`config.mk`:
```
export PLATFORM = sky130hd
export DESIGN_NAME = pwp_port_dev_flat
export DESIGN_NICKNAME = d
export VERILOG_FILES = /design/src/pwp_pkg.sv /design/src/pwp_link_if.sv /design/src/pwp_port_dev.sv /design/src/flat_wrapper.sv
export VERILOG_INCLUDE_DIRS = /design/src
export SDC_FILE = /design/constraint.sdc
export NUM_CORES = 1
export LEC_CHECK = 0
export ABC_AREA = 0
export BUFFER_PORTS_ARGS = -buffer_cell sky130_fd_sc_hd__buf_2
export CORE_ASPECT_RATIO = 1.4
export CORE_MARGIN = 2
export CORE_UTILIZATION = 55
export CTS_CLUSTER_SIZE = 24
export DETAILED_ROUTE_END_ITERATION = 6
export PLACE_DENSITY = 0.77
export SYNTH_ARGS = -nofsm -noshare
export SYNTH_HDL_FRONTEND = slang
export SYNTH_SLANG_ARGS = --single-unit
export TNS_END_PERCENT = 30
```
`constraint.sdc`:
```
create_clock -name sys_clk -period 2.8 [get_ports sys_clk]
set_input_delay 0.14 -clock sys_clk [delete_from_list [all_inputs] [get_ports sys_clk]]
set_output_delay 0.14 -clock sys_clk [all_outputs]
set_load 0.02 [all_outputs]
```
`src/pwp_defines.svh`:
```
`ifndef PWP_DEFINES_SVH
`define PWP_DEFINES_SVH

// ----------------------------------------------------------------
// Timing
// ----------------------------------------------------------------
`define PWP_CLK_HZ 50000000
`define PWP_STROBE_NS 1000
// Exact at 50 MHz: 1000 ns * 50 cycles per us / 1000 = 50 cycles.
`define PWP_STROBE_CYC ((`PWP_STROBE_NS * (`PWP_CLK_HZ / 1000000)) / 1000)
`define PWP_CNT_W 6

// ----------------------------------------------------------------
// Host-side register offsets (byte addresses) and reset values
// ----------------------------------------------------------------
`define PWP_OFF_CSR 3'h0
`define PWP_OFF_OUTBUF 3'h2
`define PWP_OFF_INBUF 3'h4
`define PWP_CSR_RST 16'h0000
`define PWP_OUTBUF_RST 16'h0000

// ----------------------------------------------------------------
// Control and status field positions
// ----------------------------------------------------------------
`define PWP_CSR_FUNC0 0
`define PWP_CSR_FUNC1 1
`define PWP_CSR_INIT 3
`define PWP_CSR_REQA 7
`define PWP_CSR_REQB 15

// ----------------------------------------------------------------
// Strobe slots in the pulse counter array
// ----------------------------------------------------------------
`define PWP_STB_NDR 0
`define PWP_STB_HI 1
`define PWP_STB_LO 2
`define PWP_STB_XMTD 3
`define PWP_STB_INIT 4
`define PWP_NSTB 5

`endif

```
`src/pwp_pkg.sv`:
```
package pwp_pkg;

  // ----------------------------------------------------------------
  // State of the documented port end.
  // ----------------------------------------------------------------
  typedef struct packed {
    logic [15:0] out_q;
    logic [1:0] func_q;
    logic [4:0][5:0] cnt_q;
    logic [4:0] strobe_q;
    logic [15:0] in_q;
    logic req_a_q;
    logic req_b_q;
    logic [15:0] rdata_q;
    logic rvalid_q;
  } pwp_dev_state_type;

  // ----------------------------------------------------------------
  // State of the user device end.
  // ----------------------------------------------------------------
  typedef struct packed {
    logic [15:0] word_q;
    logic [4:0] prev_q;
    logic new_word_q;
    logic new_hi_q;
    logic new_lo_q;
    logic taken_q;
    logic init_q;
    logic [1:0] func_q;
    logic [15:0] din_q;
    logic req_a_q;
    logic req_b_q;
  } pwp_usr_state_type;

endpackage : pwp_pkg

```
`src/pwp_link_if.sv`:
```
`timescale 1ns/1ns
// ----------------------------------------------------------------
// Parallel word lines between the port and the user device.
// ----------------------------------------------------------------
interface pwp_link_if;
  logic [15:0] data_out;
  logic [1:0] func_out;
  logic new_word;
  logic new_hi;
  logic new_lo;
  logic data_taken;
  logic init_out;
  logic [15:0] data_in;
  logic req_a;
  logic req_b;

  modport port_end (
    output data_out,
    output func_out,
    output new_word,
    output new_hi,
    output new_lo,
    output data_taken,
    output init_out,
    input data_in,
    input req_a,
    input req_b
  );

  modport user_end (
    input data_out,
    input func_out,
    input new_word,
    input new_hi,
    input new_lo,
    input data_taken,
    input init_out,
    output data_in,
    output req_a,
    output req_b
  );
endinterface : pwp_link_if

```
`src/pwp_port_dev.sv`:
```
`timescale 1ns/1ns
`include "pwp_defines.svh"
// ----------------------------------------------------------------
// Parallel word port, compatibility mode.
// Host side: a simple word bus with a byte qualifier.
// Link side: sixteen data lines each way, strobes, requests.
// ----------------------------------------------------------------
module pwp_port_dev
  import pwp_pkg::*;
(
  input wire logic sys_clk,
  input wire logic rst_n,
  input wire logic compat_mode,
  input wire logic [2:0] host_addr,
  input wire logic host_wr,
  input wire logic host_byte,
  input wire logic [15:0] host_wdata,
  input wire logic host_rd,
  output logic [15:0] host_rdata,
  output logic host_rvalid,
  pwp_link_if.port_end link
);

  pwp_dev_state_type s_q;
  pwp_dev_state_type s_d;
  logic [2:0] wr_addr;
  logic lane_write;
  logic [15:0] csr_view;

  // ----------------------------------------------------------------
  // Address handling for writes.
  // ----------------------------------------------------------------
  // Only a byte write to the output buffer in compatibility mode keeps
  // address bit zero; every other write loses it and acts on a word.
  assign lane_write = host_byte && compat_mode
    && (host_addr[2:1] == 2'(`PWP_OFF_OUTBUF >> 1));
  assign wr_addr = lane_write ? host_addr : {host_addr[2:1], 1'b0};

  // ----------------------------------------------------------------
  // Status view.
  // ----------------------------------------------------------------
  // The initialize bit is a command only and always reads back zero,
  // so software that leaves it clear sees a stable register.
  always_comb
  begin
    csr_view = `PWP_CSR_RST;
    csr_view[`PWP_CSR_FUNC0] = s_q.func_q[0];
    csr_view[`PWP_CSR_FUNC1] = s_q.func_q[1];
    csr_view[`PWP_CSR_REQA] = s_q.req_a_q;
    csr_view[`PWP_CSR_REQB] = s_q.req_b_q;
  end

  // ----------------------------------------------------------------
  // Next state.
  // ----------------------------------------------------------------
  always_comb
  begin
    s_d = s_q;

    // Input lines and requests are taken each cycle as synchronous.
    s_d.in_q = link.data_in;
    s_d.req_a_q = link.req_a;
    s_d.req_b_q = link.req_b;

    // Every strobe counter runs down by one toward zero.
    for (int i = 0; i < `PWP_NSTB; i++)
    begin
      if (s_q.cnt_q[i] != '0)
      begin
        s_d.cnt_q[i] = s_q.cnt_q[i] - `PWP_CNT_W'(1);
      end
    end

    // Host writes. A new write while a strobe still runs restarts it,
    // so the user device sees one stretched pulse, never a short one.
    if (host_wr)
    begin
      unique case (wr_addr)
        `PWP_OFF_CSR:
        begin
          s_d.func_q = {host_wdata[`PWP_CSR_FUNC1], host_wdata[`PWP_CSR_FUNC0]};
          if (host_wdata[`PWP_CSR_INIT])
          begin
            s_d.cnt_q[`PWP_STB_INIT] = `PWP_CNT_W'(`PWP_STROBE_CYC);
          end
        end
        `PWP_OFF_OUTBUF:
        begin
          s_d.out_q = host_wdata;
          s_d.cnt_q[`PWP_STB_NDR] = `PWP_CNT_W'(`PWP_STROBE_CYC);
        end
        3'h3:
        begin
          // Upper lane in compatibility mode.
          s_d.out_q[15:8] = host_wdata[15:8];
          s_d.cnt_q[`PWP_STB_HI] = `PWP_CNT_W'(`PWP_STROBE_CYC);
        end
        default:
        begin
          // The input buffer is read-only; other writes are dropped.
        end
      endcase
      // Lower lane byte write in compatibility mode.
      if (lane_write && !host_addr[0])
      begin
        s_d.out_q = s_q.out_q;
        s_d.out_q[7:0] = host_wdata[7:0];
        s_d.cnt_q[`PWP_STB_NDR] = s_q.cnt_q[`PWP_STB_NDR] - 
          ((s_q.cnt_q[`PWP_STB_NDR] != '0) ? `PWP_CNT_W'(1) : `PWP_CNT_W'(0));
        s_d.cnt_q[`PWP_STB_LO] = `PWP_CNT_W'(`PWP_STROBE_CYC);
      end
    end

    // Host reads answer one cycle later; a read of the input buffer
    // tells the user device that its word has been taken.
    s_d.rvalid_q = host_rd;
    if (host_rd)
    begin
      unique case ({host_addr[2:1], 1'b0})
        `PWP_OFF_CSR:
        begin
          s_d.rdata_q = csr_view;
        end
        `PWP_OFF_OUTBUF:
        begin
          s_d.rdata_q = s_q.out_q;
        end
        `PWP_OFF_INBUF:
        begin
          s_d.rdata_q = s_q.in_q;
          s_d.cnt_q[`PWP_STB_XMTD] = `PWP_CNT_W'(`PWP_STROBE_CYC);
        end
        default:
        begin
          s_d.rdata_q = 16'h0000;
        end
      endcase
    end
    else
    begin
      s_d.rdata_q = 16'h0000;
    end

    // A strobe is high exactly while its counter is non-zero, which is
    // a fixed one microsecond with no setting to change it.
    for (int i = 0; i < `PWP_NSTB; i++)
    begin
      s_d.strobe_q[i] = (s_d.cnt_q[i] != '0);
    end
  end

  // ----------------------------------------------------------------
  // State register.
  // ----------------------------------------------------------------
  // No lock is held between a read and a following write; the host
  // must use plain moves to these registers.
  always_ff @(posedge sys_clk or negedge rst_n)
  begin
    if (!rst_n)
    begin
      s_q <= '0;
    end
    else
    begin
      s_q <= s_d;
    end
  end

  // ----------------------------------------------------------------
  // Outputs, all straight from flops.
  // ----------------------------------------------------------------
  assign link.data_out = s_q.out_q;
  assign link.func_out = s_q.func_q;
  assign link.new_word = s_q.strobe_q[`PWP_STB_NDR];
  assign link.new_hi = s_q.strobe_q[`PWP_STB_HI];
  assign link.new_lo = s_q.strobe_q[`PWP_STB_LO];
  assign link.data_taken = s_q.strobe_q[`PWP_STB_XMTD];
  assign link.init_out = s_q.strobe_q[`PWP_STB_INIT];
  assign host_rdata = s_q.rdata_q;
  assign host_rvalid = s_q.rvalid_q;

endmodule : pwp_port_dev

```
`src/flat_wrapper.sv`:
```
// flat-port wrapper written by rule: the top's interface ports become plain ports
module pwp_port_dev_flat import pwp_pkg::*;
  (sys_clk, rst_n, compat_mode, host_addr, host_wr, host_byte, host_wdata, host_rd, host_rdata, host_rvalid, link_data_out, link_func_out, link_new_word, link_new_hi, link_new_lo, link_data_taken, link_init_out, link_data_in, link_req_a, link_req_b);
  pwp_link_if link_i ();
  input wire logic sys_clk;
  input wire logic rst_n;
  input wire logic compat_mode;
  input wire logic [2:0] host_addr;
  input wire logic host_wr;
  input wire logic host_byte;
  input wire logic [15:0] host_wdata;
  input wire logic host_rd;
  output logic [15:0] host_rdata;
  output logic host_rvalid;
  output wire logic [$bits(link_i.data_out)-1:0] link_data_out;
  output wire logic [$bits(link_i.func_out)-1:0] link_func_out;
  output wire logic [$bits(link_i.new_word)-1:0] link_new_word;
  output wire logic [$bits(link_i.new_hi)-1:0] link_new_hi;
  output wire logic [$bits(link_i.new_lo)-1:0] link_new_lo;
  output wire logic [$bits(link_i.data_taken)-1:0] link_data_taken;
  output wire logic [$bits(link_i.init_out)-1:0] link_init_out;
  input wire logic [$bits(link_i.data_in)-1:0] link_data_in;
  input wire logic [$bits(link_i.req_a)-1:0] link_req_a;
  input wire logic [$bits(link_i.req_b)-1:0] link_req_b;
  assign link_data_out = link_i.data_out;
  assign link_func_out = link_i.func_out;
  assign link_new_word = link_i.new_word;
  assign link_new_hi = link_i.new_hi;
  assign link_new_lo = link_i.new_lo;
  assign link_data_taken = link_i.data_taken;
  assign link_init_out = link_i.init_out;
  assign link_i.data_in = link_data_in;
  assign link_i.req_a = link_req_a;
  assign link_i.req_b = link_req_b;
  pwp_port_dev u_core (.sys_clk(sys_clk), .rst_n(rst_n), .compat_mode(compat_mode), .host_addr(host_addr), .host_wr(host_wr), .host_byte(host_byte), .host_wdata(host_wdata), .host_rd(host_rd), .host_rdata(host_rdata), .host_rvalid(host_rvalid), .link(link_i));
endmodule
```
==> results.yml, run 1 <==
floorplan:
  core_area_um2: 7360
  rows: 37
  die_x_um: 77.5
  dieArea_um2: 8280
  die_y_um: 107
  ios: 83
  initial_core_util_pct: 56.5
timing:
  setup_tns_ns: 0
  setup_viol: 0
  clock_skew_ns: 0.00430
  tightestPinTransition_ns: 1.08
  rsz0062_at_grt: "false"
  slew_headroom_pct: 27.8
  worst_slack_ns: 0.151
  min_period_over_period_pct: 94.6
  fin_crit_ns: 2.65
  hold_viol: 34
  drv_slew: 0
  whs_ns: -0.0448
  fmax_mhz: 377
setup_path:
  r2r-end: "u_core.link.new_word"
  reg2reg_depth: 11
  crit_required_ns: 3.03
  cp-start-kind: "register"
  regToRegStartpoint: "u_core.s_q[40]"
  path_class: "reg -> reg"
  rrSetupSlack_ns: 0.15
  cp_max_fo: 5
  critPathCaptureType: "register"
  cp_data_arrival_time_ns: 2.88
clock_tree:
  clockBufferDepth: 2
  clkTransAtPathRegs_ns: 0.08
  cts.sinks: 88
  clkLatencyLatePin_ns: 0.36
  root_buffer: "clkbuf_8"
  h-tree-depth: 3
  cts_tree: "yes"
  cts_buffers: 9
placed_design:
  port_buffers: 82
  hpwl_mm: 5.95
  pre_cts_ws_ns: 0.0632
  dp_cells: 530
  routabilityCongestion: 0.893
global_routing:
  gr-total-overflow: 0
  grt_pass1_vias: 3121
  grt_max_degree: 89
  track_usage_pct: 22.5
  antenna_found_initial: 0
  grt_pass1_wl_mm: 14.2
drt:
  drt_iter0_markers: 188
  wl_per_cell_um: 15.1
  remaining_drc_errors: 0
  vias: 3014
  drtAntennaViolNets: 0
  vias_per_cell: 5.25
  wirelength_mm: 8.67
  dr.pass1.iters: 4
logic_synthesis:
  netlist_area_um2: 4160
  syn_nets: 447
  synth_seq_area_share_pct: 53.0
  synth_seq_cells: 88
  synth.distinct_cells: 48
  syn-mean-instance-area_um2: 10.6
  synth_cells: 391
  yosys_warnings: 0
run_status:
  outcome: "finished, violations left"
  failed_checks: "hold timing"
final_layout:
  drive_gt1_share_pct: 24.7
  fin_cells: 574
  fin_nets: 529
  layout_common_cells: "dfrtp_1, buf_2, nand2_1"
  areaGrowthSynthToFinish_pct: 17.7
  fillers: 576
  n_antenna_cell: 0
  final_common_cell: "dfrtp_1"
pwr:
  p_leak_nw: 2.31
  irDropWorstVdd_mv: 0.516
  powerDensity_nw_per_um2: 839
  power_mw: 4.10
job:
  cap_violations: 0
min_path:
  hold_path_class: "in -> async"
-- worst max-delay path, cell delays in order (launching register included) --
cell and delay (ns):
dfrtp_1 0.42, inv_1 0.15, ha_1 0.17, nor2b_2 0.21, nand2_2 0.12, ha_1 0.20, ha_1 0.21, nor3b_1 0.15
xor2_1 0.15, o32ai_1 0.15, o2111ai_1 0.17, or4_1 0.42
-- what timing repair did --
item                                   CTS  global route
endpoints found under the hold margin   28             1
setup endpoints to repair                0             1
buffers inserted                         0             0
hold buffers                            28             1
gates resized for setup                  0             2
-- flip-flops by register name, summed over array words and instances (netlist names) --
signal	cells
u_core.link.init_out	1
u_core.link.new_word	1
u_core.s_q	46
u_core.csr_view	2
u_core.link.new_hi	1
u_core.host_rdata	16
u_core.link.func_out	2
u_core.link.new_lo	1
u_core.host_rvalid	1
u_core.link.data_out	16
u_core.link.data_taken	1
-- synthesized netlist by cell type (all sizes together) --
| cell type | n | area [µm²] |
|---|---|---|
| o21ai | 14 | 70.1 |
| a31o | 1 | 8.76 |
| a22oi | 12 | 90.1 |
| inv | 12 | 45.0 |
| or4 | 3 | 22.5 |
| a311oi | 1 | 8.76 |
| or3b | 2 | 17.5 |
| nor3 | 14 | 75.1 |
| nand3b | 4 | 42.5 |
| o211ai | 1 | 7.51 |
| xor2 | 4 | 35.0 |
| or3 | 3 | 18.8 |
| o21a | 1 | 7.51 |
| nor3b | 4 | 35.0 |
| nand3 | 7 | 35.0 |
| buf | 38 | 287 |
| xnor2 | 15 | 131 |
| and2 | 9 | 58.8 |
| and3b | 2 | 17.5 |
| nor2b | 15 | 93.8 |
| nor2 | 27 | 101 |
| nor4 | 2 | 12.5 |
| a21oi | 10 | 50.1 |
| nand2b | 3 | 18.8 |
| ha | 13 | 163 |
| o32ai | 1 | 8.76 |
| o31ai | 1 | 7.51 |
| a31oi | 1 | 6.26 |
| nand2 | 52 | 195 |
| a22o | 1 | 8.76 |
| dfrtp | 88 | 2200 |
| mux2i | 5 | 50.1 |
| o221a | 2 | 22.5 |
| clkbuf | 5 | 18.8 |
| mux2 | 12 | 135 |
| a21boi | 1 | 7.51 |
| o2111ai | 2 | 17.5 |
| o22ai | 2 | 18.8 |
| or2 | 1 | 6.26 |
-- area by class of cell --
cell class,count,area [µm²],area share [%]
sequential,88,2200,45.0
multi-input combinational,248,1610,32.9
timing repair buffer,114,726,14.8
clock buffer,12,145,2.97
tap,97,121,2.48
inverter,12,45.0,0.921
clock inverter,3,42.5,0.870
-- per-stage QoR --
| step | area (µm²) | utilization [%] |
|---|---|---|
| 6_report | 4890 | 66.5 |
| 5_1_grt | 4890 | 66.5 |
| 4_1_cts | 4880 | 66.3 |
| 3_5_place_dp | 4410 | 59.9 |
| 3_3_place_gp | 4410 | 59.9 |
| 2_1_floorplan | 4160 | - |
-- per-layer routing --
layer / wire length, µm / track usage, % / share of wire (%)
met3: 412 / 5.98 / 4.8
met1: 3520 / 24.9 / 41
met2: 4480 / 39.8 / 52
met5: 0 / 0 / 0
met4: 254 / 11.1 / 2.9
-- logic make-up (layout without fill, tap and decap cells) --
kind of cell | after synthesis | count (layout) | share of synthesized area, %
simple gates | 148 | 148 | 18.1
mux | 17 | 17 | 4.45
xor+xnor | 19 | 19 | 4.00
flops | 88 | 88 | 53.0
fa+ha+maj | 13 | 13 | 3.91
buf+inv | 55 | 141 | 8.43
compound gates | 51 | 51 | 8.19
-- report_power, final --
group          leakage [nW]  switching (mW)  internal, mW
sequential             1.04           0.292          1.58
clock                0.0925           0.422         0.431
combinational          1.17           0.745         0.634
-- worst max path at each step --
stage / start / end / cells past startpoint
6_report: u_core.s_q[40] / u_core.link.new_word / 11
3_5_place_dp: u_core.s_q[40] / u_core.link.new_word / 11
3_3_place_gp: u_core.s_q[40] / u_core.link.new_word / 11
2_1_floorplan: u_core.s_q[40] / u_core.link.new_word / 11
5_1_grt: u_core.s_q[41] / u_core.link.new_word / 11
4_1_cts: u_core.s_q[40] / u_core.link.new_word / 11
Note: power is estimated with default switching activity, not from simulation.
==> inputs of run 2 (changes only) <==
CORE_MARGIN = unset   (was 2)
==> results.yml, run 2 (same netlist as run 1, synthesis figures left out) <==
run_status:
  outcome: "finished, final reports clean"
clock_tree:
  postCtsSetupRepairBufs: 0
  clkTransAtPathRegs_ns: 0.08
  cts_buffers: 9
  clkLatencyLatePin_ns: 0.36
  clockBufferDepth: 2
  cts_tree: "yes"
  h-tree-depth: 3
  root_buffer: "clkbuf_8"
  cts.sinks: 88
drt:
  vias: 3061
  dr.pass1.iters: 4
  remaining_drc_errors: 0
  drtAntennaViolNets: 0
  vias_per_cell: 5.29
  wl_per_cell_um: 14.8
  drt_iter0_markers: 130
  wirelength_mm: 8.59
timing:
  setup_tns_ns: 0
  fmax_mhz: 380
  slew_headroom_pct: 64.5
  min_period_over_period_pct: 94.0
  rsz0062_at_grt: "false"
  clock_skew_ns: 0.00788
  drv_slew: 0
  hold_viol: 0
  setup_viol: 0
  worst_slack_ns: 0.169
  tightestPinTransition_ns: 0.532
  fin_crit_ns: 2.63
global_routing:
  grt_pass1_vias: 3178
  grt_max_degree: 47
  antenna_found_initial: 0
  grt_pass1_wl_mm: 14.3
  gr-total-overflow: 0
  track_usage_pct: 24.2
setup_path:
  path_class: "reg -> reg"
  reg2reg_depth: 11
  crit_required_ns: 3.03
  critPathCaptureType: "register"
  rrSetupSlack_ns: 0.17
  r2r-end: "u_core.link.new_word"
  cp_data_arrival_time_ns: 2.86
  cp_max_fo: 5
  cp-start-kind: "register"
  regToRegStartpoint: "u_core.s_q[41]"
job:
  cap_violations: 0
floorplan:
  rows: 37
  ios: 83
  die_y_um: 105
  dieArea_um2: 7920
  die_x_um: 75.5
  initial_core_util_pct: 56.8
  core_area_um2: 7310
placed_design:
  pre_cts_ws_ns: 0.108
  routabilityCongestion: 0.879
  hpwl_mm: 5.82
  port_buffers: 82
pwr:
  irDropWorstVdd_mv: 0.645
  p_clk_share_pct: 24.3
  internal_power_mw: 2.84
  seqPwrFrac_pct: 43.3
  p_leak_nw: 2.36
  swShare_pct: 34.3
  powerDensity_nw_per_um2: 865
  switchingPower_mw: 1.49
  power_frac_comb_pct: 32.4
final_layout:
  fin_nets: 533
  drive_gt1_share_pct: 25.3
  final_common_cell: "dfrtp_1"
  n_antenna_cell: 0
  layout_common_cells: "dfrtp_1, buf_2, nand2_1"
  largest_reg_flops: 46
  areaGrowthSynthToFinish_pct: 20.4
  largest-register: "u_core.s_q"
min_path:
  holdPathEnd: "u_core.link.data_out[14]"
  hold_path_class: "in -> reg"
  holdPathStages: 2
  hp-start: "host_wdata[14]"
==> run 2: changes by cell type in the layout (fill, tap and decap cells not counted), sizes merged <==
cell,before,now
buf,85,86
dlygate4sd3,29,32
clkinvlp,1,0
clkbuf,12,11
clkinv,1,2
bufinv,1,3
==> run 2: worst max path at each step <==
stage / startpoint / endpoint / slack [ns] / depth (start not counted)
floorplan: u_core.s_q[40] / u_core.link.new_word / 0.38 / 11
global placement: u_core.s_q[40] / u_core.link.new_word / 0.23 / 11
detailed placement: u_core.s_q[41] / u_core.link.new_word / 0.11 / 11
CTS: u_core.s_q[41] / u_core.link.new_word / 0.07 / 11
global route: u_core.s_q[41] / u_core.link.new_word / 0.01 / 11
finish: u_core.s_q[41] / u_core.link.new_word / 0.17 / 11
==> run 2: cell type report <==
type,instances,area [µm²]
fill,558,2310
multi-input combinational,248,1620
clock inverter,5,104
sequential,88,2200
tap,97,121
inverter,12,45.0
timing repair buffer,118,776
clock buffer,11,141
==> run 2: worst max-delay path: stages (launching register included) <==
cell and delay [ns]:
dfrtp_1 0.43, inv_1 0.15, ha_1 0.16, nor2b_2 0.19, nand2_2 0.12, ha_1 0.20, ha_1 0.20, nor3b_1 0.15
xor2_1 0.16, o32ai_2 0.14, o2111ai_1 0.17, or4_1 0.42
==> run 2: what timing repair did <==
item | CTS | global route
setup endpoints to repair | 0 | 1
hold buffers | 32 | 0
endpoints found under the hold margin | 73 | 0
resized for setup | 0 | 3
==> run 2: power by group through the flow <==
| stage | Combinational, mW | Sequential (mW) | Clock [mW] |
|---|---|---|---|
| 6_report | 1.40 | 1.88 | 1.05 |
| 5_1_grt | 1.60 | 1.93 | 1.12 |
| 2_1_floorplan | 1.11 | 1.83 | 0 |
| 3_5_place_dp | 1.35 | 1.89 | 0 |
| 3_3_place_gp | 1.29 | 1.87 | 0 |
| 4_1_cts | 1.39 | 1.87 | 1.08 |
==> run 2: stage by stage <==
step	hold WS, ns	power, mW	area [µm²]	std cells	utilization, %
2_1_floorplan	-0.156	2.94	4160	391	-
3_3_place_gp	0.163	3.17	4430	531	60.6
3_5_place_dp	0.156	3.24	4430	531	60.6
4_1_cts	0.000586	4.34	4990	579	68.3
5_1_grt	0.00610	4.65	5010	579	68.5
6_report	0.0172	4.33	5010	579	68.5
==> run 2: routing by layer <==
metal | wire [µm] | GRT usage (%)
met1 | 3610 | 28.9
met4 | 221 | 12.8
met3 | 368 | 4.92
met5 | 0 | 0
met2 | 4390 | 39.9
